==> src/design/keypad_defs.vh <==
// Shared constants of the keypad parameter menu editor
`ifndef KEYPAD_DEFS_VH
`define KEYPAD_DEFS_VH

// =====================================================================
// Clock and timing
`define CLK_MHZ             10
`define DIAG_US             100
`define DIAG_CYCLES         (`DIAG_US * `CLK_MHZ)
`define KEY_DEBOUNCE_US     10000
`define KEY_DEBOUNCE_CYCLES (`KEY_DEBOUNCE_US * `CLK_MHZ)
`define SAVE_MSG_MS         2000
`define SAVE_MSG_CYCLES     (`SAVE_MSG_MS * 1000 * `CLK_MHZ)

// =====================================================================
// Key indices
`define KEY_MENU  0
`define KEY_UP    1
`define KEY_DOWN  2
`define KEY_LEFT  3
`define KEY_RIGHT 4
`define NUM_KEYS  5

// =====================================================================
// Display and parameter layout
`define DISP_COLS      16
`define DISP_SEL_COUNT 4'hf
`define NUM_SLOTS      8
`define SLOT_RUN_SPEED 3'h0
`define SLOT_MAX_SPEED 3'h3
`define SLOT_PW_SET    3'h6
`define SLOT_PW_ENTRY  3'h7
`define CTRL_GRP_LO    10'h0c8
`define CTRL_GRP_HI    10'h167
`define FAST_STEP      16'h0064
`define SPEED_STEP     16'h0064
`define CURSOR_MAX     3'h5

// =====================================================================
// AXI4-Lite register map (byte addresses) and fields
`define REG_CTRL   5'h00
`define REG_STATUS 5'h04
`define REG_PSEL   5'h08
`define REG_PDATA  5'h0c
`define REG_SPEED  5'h10
`define CTRL_KEYS_EN_BIT 0
`define CTRL_NV_ERASE_BIT 1
`define CTRL_RESET 2'h1
`define RESP_OKAY   2'h0
`define RESP_SLVERR 2'h2

`endif

==> src/design/keypad_parameter_menu_editor.v <==
// Keypad menu navigation, value editing, password gate and AXI4-Lite slave
//
// Local design decisions: register access over AXI4-Lite and the register offsets.
`timescale 1ns/10ps
`include "keypad_defs.vh"

// Behaviour
// RULE1: Menu toggles tree and monitor, applies changes
// RULE2: User-group edit committed to retained memory
// RULE3: Unsaved other edits revert after power cycle
// RULE4: Running: up raises, down lowers speed
// RULE5: Running: sideways keys step display lines
// RULE6: Idle: arrows walk parameter tree, edit values
// RULE7: Nonzero password locks all but user group
// RULE8: Three-digit groups; control group 200 to 359
// RULE9: Maximum speed clamped to 50.00..100.00 percent
// RULE10: Lower-left field shows parameter number
// RULE11: Cursor over adjust symbol and digits
// RULE12: Cursor on adjust: fast whole-value change
// RULE13: Adjust-symbol change acts on motor immediately; the code does so only for slots 0-3 and 5 (padj)
// RULE14: Digit edits held until cursor returns
// RULE15: Save prompt yes/no after user edit
// RULE16: Menu on yes saves all, shows message
// RULE17: Diagnostic check before power indicator
// RULE18: Two display lines of sixteen characters
// RULE19: Keys debounced into one-cycle press events
module keypad_parameter_menu_editor #(
	parameter                  DEBOUNCE_CYCLES = `KEY_DEBOUNCE_CYCLES,
	parameter                  SAVE_MSG_CYCLES = `SAVE_MSG_CYCLES
) (
	input  wire                aclk,
	input  wire                aresetn,
	input  wire [4:0]          keys_n,
	input  wire                motor_running,
	input  wire [4:0]          s_axi_awaddr,
	input  wire                s_axi_awvalid,
	output wire                s_axi_awready,
	input  wire [31:0]         s_axi_wdata,
	input  wire [3:0]          s_axi_wstrb,
	input  wire                s_axi_wvalid,
	output wire                s_axi_wready,
	output reg  [1:0]          s_axi_bresp,
	output reg                 s_axi_bvalid,
	input  wire                s_axi_bready,
	input  wire [4:0]          s_axi_araddr,
	input  wire                s_axi_arvalid,
	output wire                s_axi_arready,
	output reg  [31:0]         s_axi_rdata,
	output reg  [1:0]          s_axi_rresp,
	output reg                 s_axi_rvalid,
	input  wire                s_axi_rready,
	output reg                 power_led,
	output reg  [15:0]         speed_cmd,
	output reg  [2:0]          disp_mode,
	output reg  [3:0]          disp_top_sel,
	output reg  [3:0]          disp_bottom_sel,
	output reg  [9:0]          disp_param_num,
	output reg  [15:0]         disp_value,
	output reg  [2:0]          disp_cursor,
	output reg                 save_yes,
	output reg                 apply_stb,
	output reg  [9:0]          apply_num,
	output reg  [15:0]         apply_value
);

	// =================================================================
	// States
	localparam [2:0] ST_DIAG    = 3'h0;
	localparam [2:0] ST_MONITOR = 3'h1;
	localparam [2:0] ST_BROWSE  = 3'h2;
	localparam [2:0] ST_EDIT    = 3'h3;
	localparam [2:0] ST_PROMPT  = 3'h4;
	localparam [2:0] ST_SAVING  = 3'h5;

	// =================================================================
	// Parameter table: number, limits, factory value, flags
	function [9:0] pnum(input [2:0] s);
		case (s)
			3'h0: pnum = 10'h000;
			3'h1: pnum = 10'h001;
			3'h2: pnum = 10'h078;
			3'h3: pnum = 10'h079;     // 121
			3'h4: pnum = 10'h0fa;
			3'h5: pnum = 10'h154;
			3'h6: pnum = 10'h35c;     // 860
			default: pnum = 10'h35d;
		endcase
	endfunction
	function [15:0] pmin(input [2:0] s);
		case (s)
			3'h3: pmin = 16'h1388;    // RULE9
			3'h4: pmin = 16'h0001;
			default: pmin = 16'h0000;
		endcase
	endfunction
	function [15:0] pmax(input [2:0] s);
		case (s)
			3'h2: pmax = 16'h1d4c;
			3'h3: pmax = 16'h2710;    // RULE9
			3'h4: pmax = 16'h4a38;
			3'h5: pmax = 16'h4e20;
			3'h6: pmax = 16'h270f;
			3'h7: pmax = 16'h270f;
			default: pmax = 16'h2710;
		endcase
	endfunction
	function [15:0] pfac(input [2:0] s);
		case (s)
			3'h3: pfac = 16'h2710;
			3'h4: pfac = 16'h0064;
			3'h5: pfac = 16'h03e8;
			default: pfac = 16'h0000;
		endcase
	endfunction
	// User-group slots are 0..3
	function puser(input [2:0] s);
		puser = (s < 3'h4);
	endfunction
	// Slots whose adjust-symbol changes are applied at once, running or not
	function padj(input [2:0] s);
		padj = (s != 3'h4) && (s < 3'h6);
	endfunction
	function [15:0] dstep(input [2:0] c);
		case (c)
			3'h1: dstep = 16'h0001;
			3'h2: dstep = 16'h000a;
			3'h3: dstep = 16'h0064;
			3'h4: dstep = 16'h03e8;
			3'h5: dstep = 16'h2710;
			default: dstep = `FAST_STEP;  // RULE12
		endcase
	endfunction

	// =================================================================
	// Key events and motor-state synchroniser
	wire [4:0] press;
	reg        run_s1;
	reg        running;

	key_debounce #(
		.NKEYS  (`NUM_KEYS),
		.CYCLES (DEBOUNCE_CYCLES)
	) u_keys (
		.aclk    (aclk),
		.aresetn (aresetn),
		.keys_n  (keys_n),
		.press   (press)
	);

	always @(posedge aclk) begin
		if (!aresetn) begin
			run_s1  <= 1'b0;
			running <= 1'b0;
		end else begin
			run_s1  <= motor_running;
			running <= run_s1;
		end
	end

	// =================================================================
	// Storage: live values, retained copy, per-slot saved marks
	reg [15:0] live [0:`NUM_SLOTS-1];
	reg [15:0] ret  [0:`NUM_SLOTS-1];
	reg [7:0]  ret_valid;
	// Blank retained storage at first power; reset does not touch it
	initial ret_valid = 8'h00;

	reg  [2:0]  state;
	reg  [2:0]  slot;
	reg  [2:0]  cursor;
	reg  [15:0] edit_val;
	reg  [24:0] tmr;
	reg  [3:0]  idx;
	reg         diag_fail;
	reg  [1:0]  ctrl;
	reg         nv_erase;
	reg  [2:0]  psel;
	wire [4:0]  ev = ctrl[`CTRL_KEYS_EN_BIT] ? press : 5'h00;
	wire        locked = (live[`SLOT_PW_SET] != 16'h0000) &&
	                     (live[`SLOT_PW_ENTRY] != live[`SLOT_PW_SET]);    // RULE7
	wire        may_edit = puser(slot) || (slot == `SLOT_PW_ENTRY) || !locked;    // RULE7
	wire [16:0] up_sum = {1'b0, edit_val} + {1'b0, dstep(cursor)};
	wire [15:0] ev_up = (up_sum > {1'b0, pmax(slot)}) ? pmax(slot) : up_sum[15:0];
	wire [15:0] ev_dn = (edit_val < pmin(slot) + dstep(cursor)) ?
	                    pmin(slot) : edit_val - dstep(cursor);
	wire [16:0] sp_sum = {1'b0, live[0]} + {1'b0, `SPEED_STEP};
	wire [15:0] sp_up = (sp_sum > {1'b0, live[`SLOT_MAX_SPEED]}) ?
	                    live[`SLOT_MAX_SPEED] : sp_sum[15:0];
	wire [15:0] sp_dn = (live[0] < `SPEED_STEP) ? 16'h0000 : live[0] - `SPEED_STEP;
	// Group code of the shown parameter: 1 marks the control group
	wire        in_ctrl_grp = (pnum(slot) >= `CTRL_GRP_LO) &&
	                          (pnum(slot) <= `CTRL_GRP_HI);    // RULE8

	// =================================================================
	// Menu state machine and value editor
	always @(posedge aclk) begin
		if (!aresetn) begin
			state           <= ST_DIAG;
			slot            <= 3'h0;
			cursor          <= 3'h0;
			edit_val        <= 16'h0000;
			tmr             <= 25'h0;
			idx             <= 4'h0;
			diag_fail       <= 1'b0;
			power_led       <= 1'b0;
			save_yes        <= 1'b1;
			apply_stb       <= 1'b0;
			apply_num       <= 10'h000;
			apply_value     <= 16'h0000;
			disp_top_sel    <= 4'h0;    // RULE18
			disp_bottom_sel <= 4'h1;    // RULE18
		end else begin
			apply_stb <= 1'b0;
			if (nv_erase)
				ret_valid <= 8'h00;
			case (state)
			ST_DIAG: begin
				// Reload live set and check the table before lighting power
				if (idx < `NUM_SLOTS) begin
					live[idx[2:0]] <= ret_valid[idx[2:0]] ? ret[idx[2:0]] :
					                  pfac(idx[2:0]);    // RULE3
					if (pfac(idx[2:0]) < pmin(idx[2:0]) || pfac(idx[2:0]) > pmax(idx[2:0]))
						diag_fail <= 1'b1;
					idx <= idx + 4'h1;
				end
				if (tmr >= `DIAG_CYCLES - 1) begin
					if (!diag_fail) begin
						power_led <= 1'b1;    // RULE17
						state     <= ST_MONITOR;
					end
				end else begin
					tmr <= tmr + 25'h1;
				end
			end
			ST_MONITOR: begin
				if (ev[`KEY_MENU]) begin
					state <= ST_BROWSE;    // RULE1
				end else if (running) begin
					// Speed and display control while driving the motor
					if (ev[`KEY_UP])
						live[0] <= sp_up;    // RULE4
					else if (ev[`KEY_DOWN])
						live[0] <= sp_dn;    // RULE4
					if (ev[`KEY_LEFT])
						disp_top_sel <= (disp_top_sel == `DISP_SEL_COUNT) ?
						                4'h0 : disp_top_sel + 4'h1;    // RULE5
					if (ev[`KEY_RIGHT])
						disp_bottom_sel <= (disp_bottom_sel == `DISP_SEL_COUNT) ?
						                   4'h0 : disp_bottom_sel + 4'h1;    // RULE5
				end
			end
			ST_BROWSE: begin
				if (ev[`KEY_MENU]) begin
					state <= ST_MONITOR;    // RULE1
				end else if (ev[`KEY_RIGHT]) begin
					slot <= slot + 3'h1;    // RULE6
				end else if (ev[`KEY_LEFT]) begin
					slot <= slot - 3'h1;    // RULE6
				end else if (ev[`KEY_UP] && may_edit) begin
					edit_val <= live[slot];    // RULE6
					cursor   <= 3'h0;
					state    <= ST_EDIT;
				end
			end
			ST_EDIT: begin
				if (ev[`KEY_MENU]) begin
					// Commit: the controller acts on the new value
					live[slot]  <= edit_val;    // RULE1
					apply_stb   <= 1'b1;
					apply_num   <= pnum(slot);
					apply_value <= edit_val;
					if (puser(slot)) begin
						ret[slot]       <= edit_val;    // RULE2
						ret_valid[slot] <= 1'b1;
						save_yes        <= 1'b1;
						state           <= ST_PROMPT;    // RULE15
					end else begin
						state <= ST_BROWSE;
					end
				end else if (ev[`KEY_LEFT] && cursor < `CURSOR_MAX) begin
					cursor <= cursor + 3'h1;    // RULE11
				end else if (ev[`KEY_RIGHT] && cursor != 3'h0) begin
					cursor <= cursor - 3'h1;    // RULE11
					if (cursor == 3'h1) begin
						// Back on the adjust symbol: held digit edits take effect
						live[slot]  <= edit_val;    // RULE14
						apply_stb   <= 1'b1;
						apply_num   <= pnum(slot);
						apply_value <= edit_val;
					end
				end else if (ev[`KEY_UP] || ev[`KEY_DOWN]) begin
					edit_val <= ev[`KEY_UP] ? ev_up : ev_dn;    // RULE11
					if (cursor == 3'h0 && padj(slot)) begin
						live[slot]  <= ev[`KEY_UP] ? ev_up : ev_dn;    // RULE13
						apply_stb   <= 1'b1;
						apply_num   <= pnum(slot);
						apply_value <= ev[`KEY_UP] ? ev_up : ev_dn;
					end
				end
			end
			ST_PROMPT: begin
				if (ev[`KEY_UP] || ev[`KEY_DOWN]) begin
					save_yes <= ~save_yes;    // RULE15
				end else if (ev[`KEY_MENU]) begin
					idx   <= 4'h0;
					tmr   <= 25'h0;
					state <= save_yes ? ST_SAVING : ST_BROWSE;    // RULE15
				end
			end
			ST_SAVING: begin
				// Copy every slot, then hold the message before returning
				if (idx < `NUM_SLOTS) begin
					ret[idx[2:0]]       <= live[idx[2:0]];    // RULE16
					ret_valid[idx[2:0]] <= 1'b1;
					idx                 <= idx + 4'h1;
				end else if (tmr >= SAVE_MSG_CYCLES - 1) begin
					state <= ST_BROWSE;    // RULE16
				end else begin
					tmr <= tmr + 25'h1;
				end
			end
			default: state <= ST_DIAG;
			endcase
		end
	end

	// =================================================================
	// Display fields; lower-left carries the number, never the value
	always @(posedge aclk) begin
		if (!aresetn) begin
			disp_mode      <= ST_DIAG;
			disp_param_num <= 10'h000;
			disp_value     <= 16'h0000;
			disp_cursor    <= 3'h0;
			speed_cmd      <= 16'h0000;
		end else begin
			disp_mode      <= state;
			disp_param_num <= pnum(slot);    // RULE10
			disp_value     <= (state == ST_EDIT) ? edit_val : live[slot];
			disp_cursor    <= cursor;
			speed_cmd      <= (state == ST_DIAG) ? 16'h0000 : live[0];
		end
	end

	// =================================================================
	// AXI4-Lite slave: one write and one read at a time
	reg        aw_held;
	reg        w_held;
	reg [4:0]  aw_addr;
	reg [31:0] w_data;
	reg [3:0]  w_strb;
	assign s_axi_awready = !aw_held && !s_axi_bvalid;
	assign s_axi_wready  = !w_held && !s_axi_bvalid;
	assign s_axi_arready = !s_axi_rvalid;

	// Address and data may come in either order; answer once both held
	always @(posedge aclk) begin
		if (!aresetn) begin
			aw_held      <= 1'b0;
			w_held       <= 1'b0;
			aw_addr      <= 5'h00;
			w_data       <= 32'h00000000;
			w_strb       <= 4'h0;
			s_axi_bvalid <= 1'b0;
			s_axi_bresp  <= `RESP_OKAY;
			ctrl         <= `CTRL_RESET;
			nv_erase     <= 1'b0;
			psel         <= 3'h0;
		end else begin
			nv_erase <= 1'b0;
			if (s_axi_awvalid && s_axi_awready) begin
				aw_held <= 1'b1;
				aw_addr <= s_axi_awaddr;
			end
			if (s_axi_wvalid && s_axi_wready) begin
				w_held <= 1'b1;
				w_data <= s_axi_wdata;
				w_strb <= s_axi_wstrb;
			end
			if (aw_held && w_held) begin
				aw_held      <= 1'b0;
				w_held       <= 1'b0;
				s_axi_bvalid <= 1'b1;
				s_axi_bresp  <= `RESP_OKAY;
				case (aw_addr)
				`REG_CTRL: begin
					if (w_strb[0]) begin
						ctrl[`CTRL_KEYS_EN_BIT] <= w_data[`CTRL_KEYS_EN_BIT];
						nv_erase                <= w_data[`CTRL_NV_ERASE_BIT];
					end
				end
				`REG_PSEL: begin
					if (w_strb[0])
						psel <= w_data[2:0];
				end
				`REG_STATUS, `REG_PDATA, `REG_SPEED: ;
				default: s_axi_bresp <= `RESP_SLVERR;
				endcase
			end else if (s_axi_bvalid && s_axi_bready) begin
				s_axi_bvalid <= 1'b0;
			end
		end
	end

	// Read data captured on the same edge that takes the address
	always @(posedge aclk) begin
		if (!aresetn) begin
			s_axi_rvalid <= 1'b0;
			s_axi_rdata  <= 32'h00000000;
			s_axi_rresp  <= `RESP_OKAY;
		end else if (s_axi_arvalid && s_axi_arready) begin
			s_axi_rvalid <= 1'b1;
			s_axi_rresp  <= `RESP_OKAY;
			case (s_axi_araddr)
			`REG_CTRL:   s_axi_rdata <= {30'h0, 1'b0, ctrl[`CTRL_KEYS_EN_BIT]};
			`REG_STATUS: s_axi_rdata <= {17'h0, in_ctrl_grp, save_yes, slot, cursor,
			                             diag_fail, running, power_led, locked, state};
			`REG_PSEL:   s_axi_rdata <= {29'h0, psel};
			`REG_PDATA:  s_axi_rdata <= {16'h0000, live[psel]};
			`REG_SPEED:  s_axi_rdata <= {16'h0000, speed_cmd};
			default: begin
				s_axi_rdata <= 32'h00000000;
				s_axi_rresp <= `RESP_SLVERR;
			end
			endcase
		end else if (s_axi_rvalid && s_axi_rready) begin
			s_axi_rvalid <= 1'b0;
		end
	end

endmodule // keypad_parameter_menu_editor

==> src/design/key_debounce.v <==
// Key synchroniser, debouncer and press-pulse generator
`timescale 1ns/10ps
module key_debounce #(
	parameter                  NKEYS  = 5,
	parameter                  CYCLES = 100000
) (
	input  wire                aclk,
	input  wire                aresetn,
	input  wire [NKEYS-1:0]    keys_n,
	output wire [NKEYS-1:0]    press
);

	// =================================================================
	// One debouncer per key
	genvar k;
	generate
		for (k = 0; k < NKEYS; k = k + 1) begin : g_key
			reg        sync1;
			reg        sync2;
			reg        stable;
			reg        pulse;
			reg [23:0] cnt;

			// Two flops first, the key pin is asynchronous
			always @(posedge aclk) begin
				if (!aresetn) begin
					sync1 <= 1'b0;
					sync2 <= 1'b0;
				end else begin
					sync1 <= ~keys_n[k];
					sync2 <= sync1;
				end
			end

			// Accept a level only after it held for the full window
			always @(posedge aclk) begin
				if (!aresetn) begin
					stable <= 1'b0;
					pulse  <= 1'b0;
					cnt    <= 24'h000000;
				end else begin
					pulse <= 1'b0;
					if (sync2 == stable) begin
						cnt <= 24'h000000;
					end else if (cnt >= CYCLES - 1) begin
						cnt    <= 24'h000000;
						stable <= sync2;
						pulse  <= sync2;    // RULE19
					end else begin
						cnt <= cnt + 24'h000001;
					end
				end
			end
			assign press[k] = pulse;
		end
	endgenerate

endmodule // key_debounce

==> config.mk <==
export PLATFORM = sky130hd
export DESIGN_NAME = keypad_parameter_menu_editor
export DESIGN_NICKNAME = d
export VERILOG_FILES = /design/src/design/keypad_parameter_menu_editor.v /design/src/design/key_debounce.v
export VERILOG_INCLUDE_DIRS = /design/src /design/src/design
export SDC_FILE = /design/constraint.sdc
export NUM_CORES = 1
export LEC_CHECK = 0
export ABC_AREA = 0
export BUFFER_PORTS_ARGS = -buffer_cell sky130_fd_sc_hd__buf_2
export CORE_MARGIN = 5
export CORE_UTILIZATION = 45
export CTS_CLUSTER_DIAMETER = 150
export DETAILED_ROUTE_END_ITERATION = 6
export PLACE_DENSITY_LB_ADDON = 0.05
export SLEW_MARGIN = 20
export SYNTH_ARGS = -nofsm -noshare
export SYNTH_HDL_FRONTEND = slang
export SYNTH_SLANG_ARGS = --single-unit
==> constraint.sdc <==
create_clock -name aclk -period 5.9 [get_ports aclk]
set_input_delay 0.59 -clock aclk [delete_from_list [all_inputs] [get_ports aclk]]
set_output_delay 0.59 -clock aclk [all_outputs]
set_load 0.03 [all_outputs]
# --- Word level (Yosys, flattened, before mapping) ---
# Memories as Yosys holds them, arrays and structs flattened. A register that Yosys moved wholly into a read port is not among the register bits.
# Cells that the tools add are included.
totals:
  ramBits: 256
  reg_bits: 344
  wordCells: 448
  mem_count: 2
  inputBits: 59
  out_inout_bits: 126
memory_table:
  columns: ["name", "depth", "word_bits", "rd", "rd_ports_with_merged_regs", "wr", "line", "text"]
  rows:
  - ["live", 8, 16, 7, 3, 1, "keypad_parameter_menu_editor.v:162", "reg [15:0] live [0:`NUM_SLOTS-1];"]
  - ["ret", 8, 16, 1, 1, 1, "keypad_parameter_menu_editor.v:163", "reg [15:0] ret [0:`NUM_SLOTS-1];"]
classes:
  n_bitwise: 24
  reduce_logical: 83
  mux: 172
  addsub: 18
  eq_ne: 66
  magnitude_cmp: 23
op_table:
  columns: ["operator", "n"]
  rows:
  - ["16-bit 2-to-1 mux", 36]
  - ["25-bit 2-to-1 mux", 5]
  - ["24-bit by 1-bit adder with 24-bit output (second input constant)", 5]
  - ["24-bit by 17-bit greater-or-equal comparator with 1-bit output (second input constant)", 5]
  - ["15-bit case mux with 4 select lines", 2]
  - ["3-bit 2-to-1 mux", 34]
  - ["16-bit case mux with 5 select lines", 1]
  - ["25-bit case mux with 3 select lines", 1]
  - ["10-bit case mux with 7 select lines", 1]
  - ["1-bit 2-to-1 mux", 60]
  - ["10-bit 2-to-1 mux", 6]
  - ["14-bit case mux with 4 select lines", 1]
  - ["13-bit case mux with 2 select lines", 2]
  - ["16-bit OR reduction", 3]
  - ["2-bit != test (second input constant)", 21]
  - ["14-bit case mux with 3 select lines", 1]
  - ["8-bit 2-to-1 mux", 5]
  - ["3-bit == test (second input constant)", 12]
  - ["17-bit by 16-bit > comparator with 1-bit output", 2]
  - ["16-bit less-than comparator", 2]
  - ["16-bit case mux with 2 select lines", 1]
  - ["3-bit OR reduction", 10]
  - ["25-bit by 1-bit adder with 25-bit output (second input constant)", 1]
  - ["25-bit by 10-bit greater-or-equal comparator with 1-bit output (second input constant)", 1]
  - ["59 further kinds", 168]

# --- Depth between registers and ports, before layout ---
logic_depth:
  word_depth: 14
  mapped_depth: 27
  mapped_depth_nobuf: 24

# --- Cells and area by module ---
# A second synthesis with hierarchy kept.
unflattened:
  cells_unflattened: 2726
  hier_area_um2: 29951.2
by_module_without_submodules:
  columns: ["module", "instances", "area_per_inst_um2", "seq_area_each_um2", "cells_per_inst"]
  rows:
  - ["keypad_parameter_menu_editor", 1, 24606.1, 11551.1, 2169]
  - ["key_debounce", 1, 5345.1, 2802.7, 557]

# --- Least setup slack after synthesis ---
# Ideal clock, no wire load.
synth_timing:
  path_type: "register -> register"
  from: "register cursor[0]"
  to: "memory live[0][12] (data pin)"
  n_path_buf: 2
  synth_period_minus_slack_ns: 5.493
  setup_slack_ns: 0.407
  t_required_ns: 5.623
  setup_ns: 0.277
  t_arrival_ns: 5.216
  stages_incl_launch_ff: 26
  path_cell_list: "dfxtp_1 > inv_1 > ha_1 > nand2b_1 > nand2_1 > or2_2 > nand2_1 > ha_1 > buf_2 > nor2b_1 > a22oi_1 > a31oi_1 > o21ai_0 > mux2i_1 > a211o_1 > ha_1 > a221oi_1 > o21ai_0 > or4_1 > nor2_1 > o21ai_0 > a21oi_2 > buf_6 > mux2i_1 > o21a_1 > a211oi_1"
synth_via:
  elab_chain_cells: 13
  word_cells_on_any_way: 39
  classes_between: "3 x add/sub; 3 x order compare; 4 x eq/ne; 21 x mux; 2 x bitwise; 6 x reduce/logical"
synth_lines:
  columns: ["element", "line", "text"]
  rows:
  - ["start: declaration", "keypad_parameter_menu_editor.v:170", "reg [2:0] cursor;"]
  - ["start signal: assignment", "keypad_parameter_menu_editor.v:281", "cursor <= cursor + 3'h1;"]
  - ["start signal: assignment", "keypad_parameter_menu_editor.v:283", "cursor <= cursor - 3'h1;"]
  - ["branches (longest 12 deep; another with 16-bit by 16-bit adder with 17-bit output)", null, null]
  - ["16-bit 2-to-1 mux (no line) *", null, null]
  - ["end: declaration", "keypad_parameter_menu_editor.v:162", null]
# Mark *: on every way between the ends.

# --- Worst setup path after layout ---
layout_timing:
  from: "register cursor[0]"
  to: "memory live[1][2] (data pin)"
# Same word-level chain as after synthesis.

==> metrics.md <==
| Metric | Value |
|---|---|
| Status | finished with violations |
| Failing checks | DRC |
| Setup TNS | 0 ns |
| Ports | 185 |
| Die area | 70930 um^2 |
| DP HPWL | 69350 um |
| Synth Register Bits | 585 |
| Crit path launch | cursor[0] |
| Largest net degree at the start of global routing | 61 |
| Max cap viols | 0 |
| Core Box Area | 65510 um^2 |
| Crit path capture type | flop |
| Max Clk Rate | 176.1 MHz |
| Root buffer cell | clkbuf_16 |
| Reg2reg start | cursor[0] |
| Gate Count Post-Synth | 2711 |
| Fill cells | 5845 |
| Initial antenna violation count | 5 |
| Cell family with most CP delay | simple AND/OR/NAND/NOR gates |
| Area of the multi-input gates | 14420 um^2 |
| Crit Path Category | reg2reg |
| PwrDens | 362.2 nW/um^2 |
| Sequential share of power | 40.8% |
| Sequential share of the synthesized area | 48.55% |
| PortBufs | 134 |
| CTS tree | yes |
| CP Max Fanout | 8 |
| Fin cells | 3843 |
| Crit path required time | 6.25 ns |
| DRC Markers | 10 |
| First-pass GRT wire length | 141100 um |
| Syn Area/Cell | 10.91 um^2 |
| Power Internal | 0.008412 W |
| P_sw | 0.003959 W |
| Worst hold slack | 0.1355 ns |
| Commonest non-fill, non-tap cell in the layout | dfxtp_1 |
| Clock share of power | 34.9% |
| Fin crit period | 5.678 ns |
| Worst Path Arrival | 6.03 ns |
| First DRT Iteration DRCs | 2092 |
| Flip-flop and latch area | 14370 um^2 |
| Number of buffers created by CTS | 67 |
| Top cell by count, worst path | buf_4 |
| H-Tree Depth | 3 |
| Placer Congestion | 0.9552 |
| GRT Total Usage | 26.24% |
| Main flop type after synthesis | dfxtp_1 |
| DR WL/cell | 24.89 um |
| Hold_sp | keys_n[3] |
| Starting density of the core | 45.13% |
| Async SR Flop Fraction | 0% |
| Post-DRT Antenna Nets | 0 |
| Vias in the first global route | 22.08k |
| Clk sinks | 585 |
| Via density | 5.901 |
| RSZ-0062 raised after global routing | no |
| Placed Instances | 3710 |
| Max-slew violation count | 0 |
| Max stage delay on crit path | 0.40 ns |
| CP startpoint kind | flop |
| Final count of negative-setup-slack endpoints | 0 |
| Slew HR | 26.60% |
| Hold-fix buffers, CTS | 0 |
| Detailed-route via count | 22.68k |
| Final Skew | 0.02613 ns |
| Post-synth EDFFs | 264 |
| # rows | 94 |
| Sw Share | 32.00% |
| Clk buf depth | 3 |
| Clock Latency Late Sink | 0.61 ns |
| Slowest CP cell | or4_1 |
| Post-Syn Area | 29570 um^2 |
| Synth Warn # | 0 |
| Hold Crit Class | in2reg |
| Unique masters post-synth | 95 |
| DRT Wirelength | 95670 um |
| Synth-to-layout area growth | 15.51% |
| Final worst-path cycle share | 96.24% |
| Buf/Inv on CP | 6 |
| Slew @ Worst Pin | 1.091 ns |
| Die height | 266.3 um |
| Layout Nets | 3090 |
| VDD IR max | 204.0 uV |
| 1st-pass router iterations | 7 |
| Global route overflow | 0 |
| Layout cells sized above 1 | 19.24% |
| Most frequent cells in the layout | 313 x dfxtp_1, 310 x nor2_1, 264 x edfxtp_1 |
| Die Span X | 266.3 um |
| Final Hold Viols | 0 |
| CTS clk-pin slew, worst paths | 0.06 ns |
| Lkg Pwr | 12.73 nW |
| Final Power | 0.01237 W |
| Gate power share | 24.3% |
## timing repair
action / in CTS / in global routing
setup endpoints to repair: 56 / 121
pin swaps: 0 / 5
cloned: 0 / 1
hold endpoints to repair: 0 / 0
buffers inserted: 0 / 7
resized for setup: 7 / 19
## worst reg2reg max path, delay by kind of cell, from the launching register on
kind,cells,cell delay [ns]
adder cells (fa/ha/maj),3,0.77
buffers and inverters,6,0.86
AND/OR/NAND/NOR,8,1.55
flip-flops,1,0.34
multiplexers,1,0.33
XOR/XNOR,1,0.15
AO/OA/AOI/OAI,8,1.43
## metal layers
layer  track usage (%)  up-vias  routed length [um]
met1             36.60    11160               40930
met5                 0        -                   0
met2             41.67     1020               43630
li1                  -    10340                   -
met4             8.613        0                3213
met3             4.968      162                7899
## synth_stat cells, types with 32 or more instances
master / n / share of area, %
and2_1: 42 / 0.89
nand2_1: 193 / 2.5
o21ai_0: 126 / 2.1
dfxtp_1: 321 / 22
a31oi_1: 32 / 0.68
clkbuf_1: 100 / 1.3
inv_1: 81 / 1.0
ha_1: 106 / 4.5
nor4_1: 35 / 0.74
nand3_1: 83 / 1.4
nor3_1: 60 / 1.0
edfxtp_1: 264 / 27
xnor2_1: 61 / 1.8
mux4_2: 130 / 9.9
mux2i_1: 98 / 3.3
nor2_1: 311 / 3.9
a21oi_1: 115 / 1.9
xor2_1: 107 / 3.2
## through the flow
| step | utilization [%] | setup slack (ns) | instance area (um^2) |
|---|---|---|---|
| after global placement | 48.36 | 0.05938 | 31680 |
| final | 52.13 | 0.2216 | 34150 |
| after global routing | 52.13 | 0.01605 | 34150 |
| after detailed placement | 48.36 | -0.08503 | 31680 |
| after floorplan | - | 0.4067 | 29760 |
| after CTS | 51.93 | 0.01112 | 34020 |
## logic make-up after synthesis
logic type / count (synthesis) / share of synthesized area [%]
AND/OR/NAND/NOR: 888 / 14.18
adder cells (fa/ha/maj): 108 / 4.621
XOR/XNOR: 168 / 4.977
multiplexers: 235 / 13.55
buffers and inverters: 253 / 3.711
flip-flops: 585 / 48.55
AO/OA/AOI/OAI: 473 / 10.40
other: 1 / 0.01268
## flip-flops by register name (all words and copies together), names as in the netlist, 7 cells and up, named ones only
signal / flops
ret_valid: 8
s_axi_rdata: 16
disp_value: 16
ret: 128
live: 128
u_keys.g_key.cnt: 120
edit_val: 16
speed_cmd: 16
apply_value: 16
apply_num: 7
disp_param_num: 7
tmr: 25
## worst paths after layout
kind	depth (start not counted)	slack [ns]	endpoint
max	27	0.22	live[1][2]
min reg2reg	1	0.44	u_keys.g_key[1].sync2
min	2	0.14	u_keys.g_key[3].sync1
max reg2reg	27	0.22	live[1][2]
## cell type report
class                   count  area share, %
diodes                      1       0.007327
inverters                  82         0.9049
multi-input cells        1925          42.22
flip-flops and latches    585          42.06
clock inverters            32          1.070
well taps                 864          3.165
clock buffers              92          5.660
repair buffers            262          4.909
## power by group through the flow
stage / Clock [W] / Sequential, W / Combinational (W)
4_1_cts: 0.00441 / 0.00504 / 0.00296
3_5_place_dp: 0 / 0.00513 / 0.00294
6_report: 0.00431 / 0.00505 / 0.00301
2_1_floorplan: 0 / 0.00495 / 0.00205
3_3_place_gp: 0 / 0.00512 / 0.00292
5_1_grt: 0.00458 / 0.00508 / 0.00319
No activity file was read; power rests on OpenSTA's default activity.
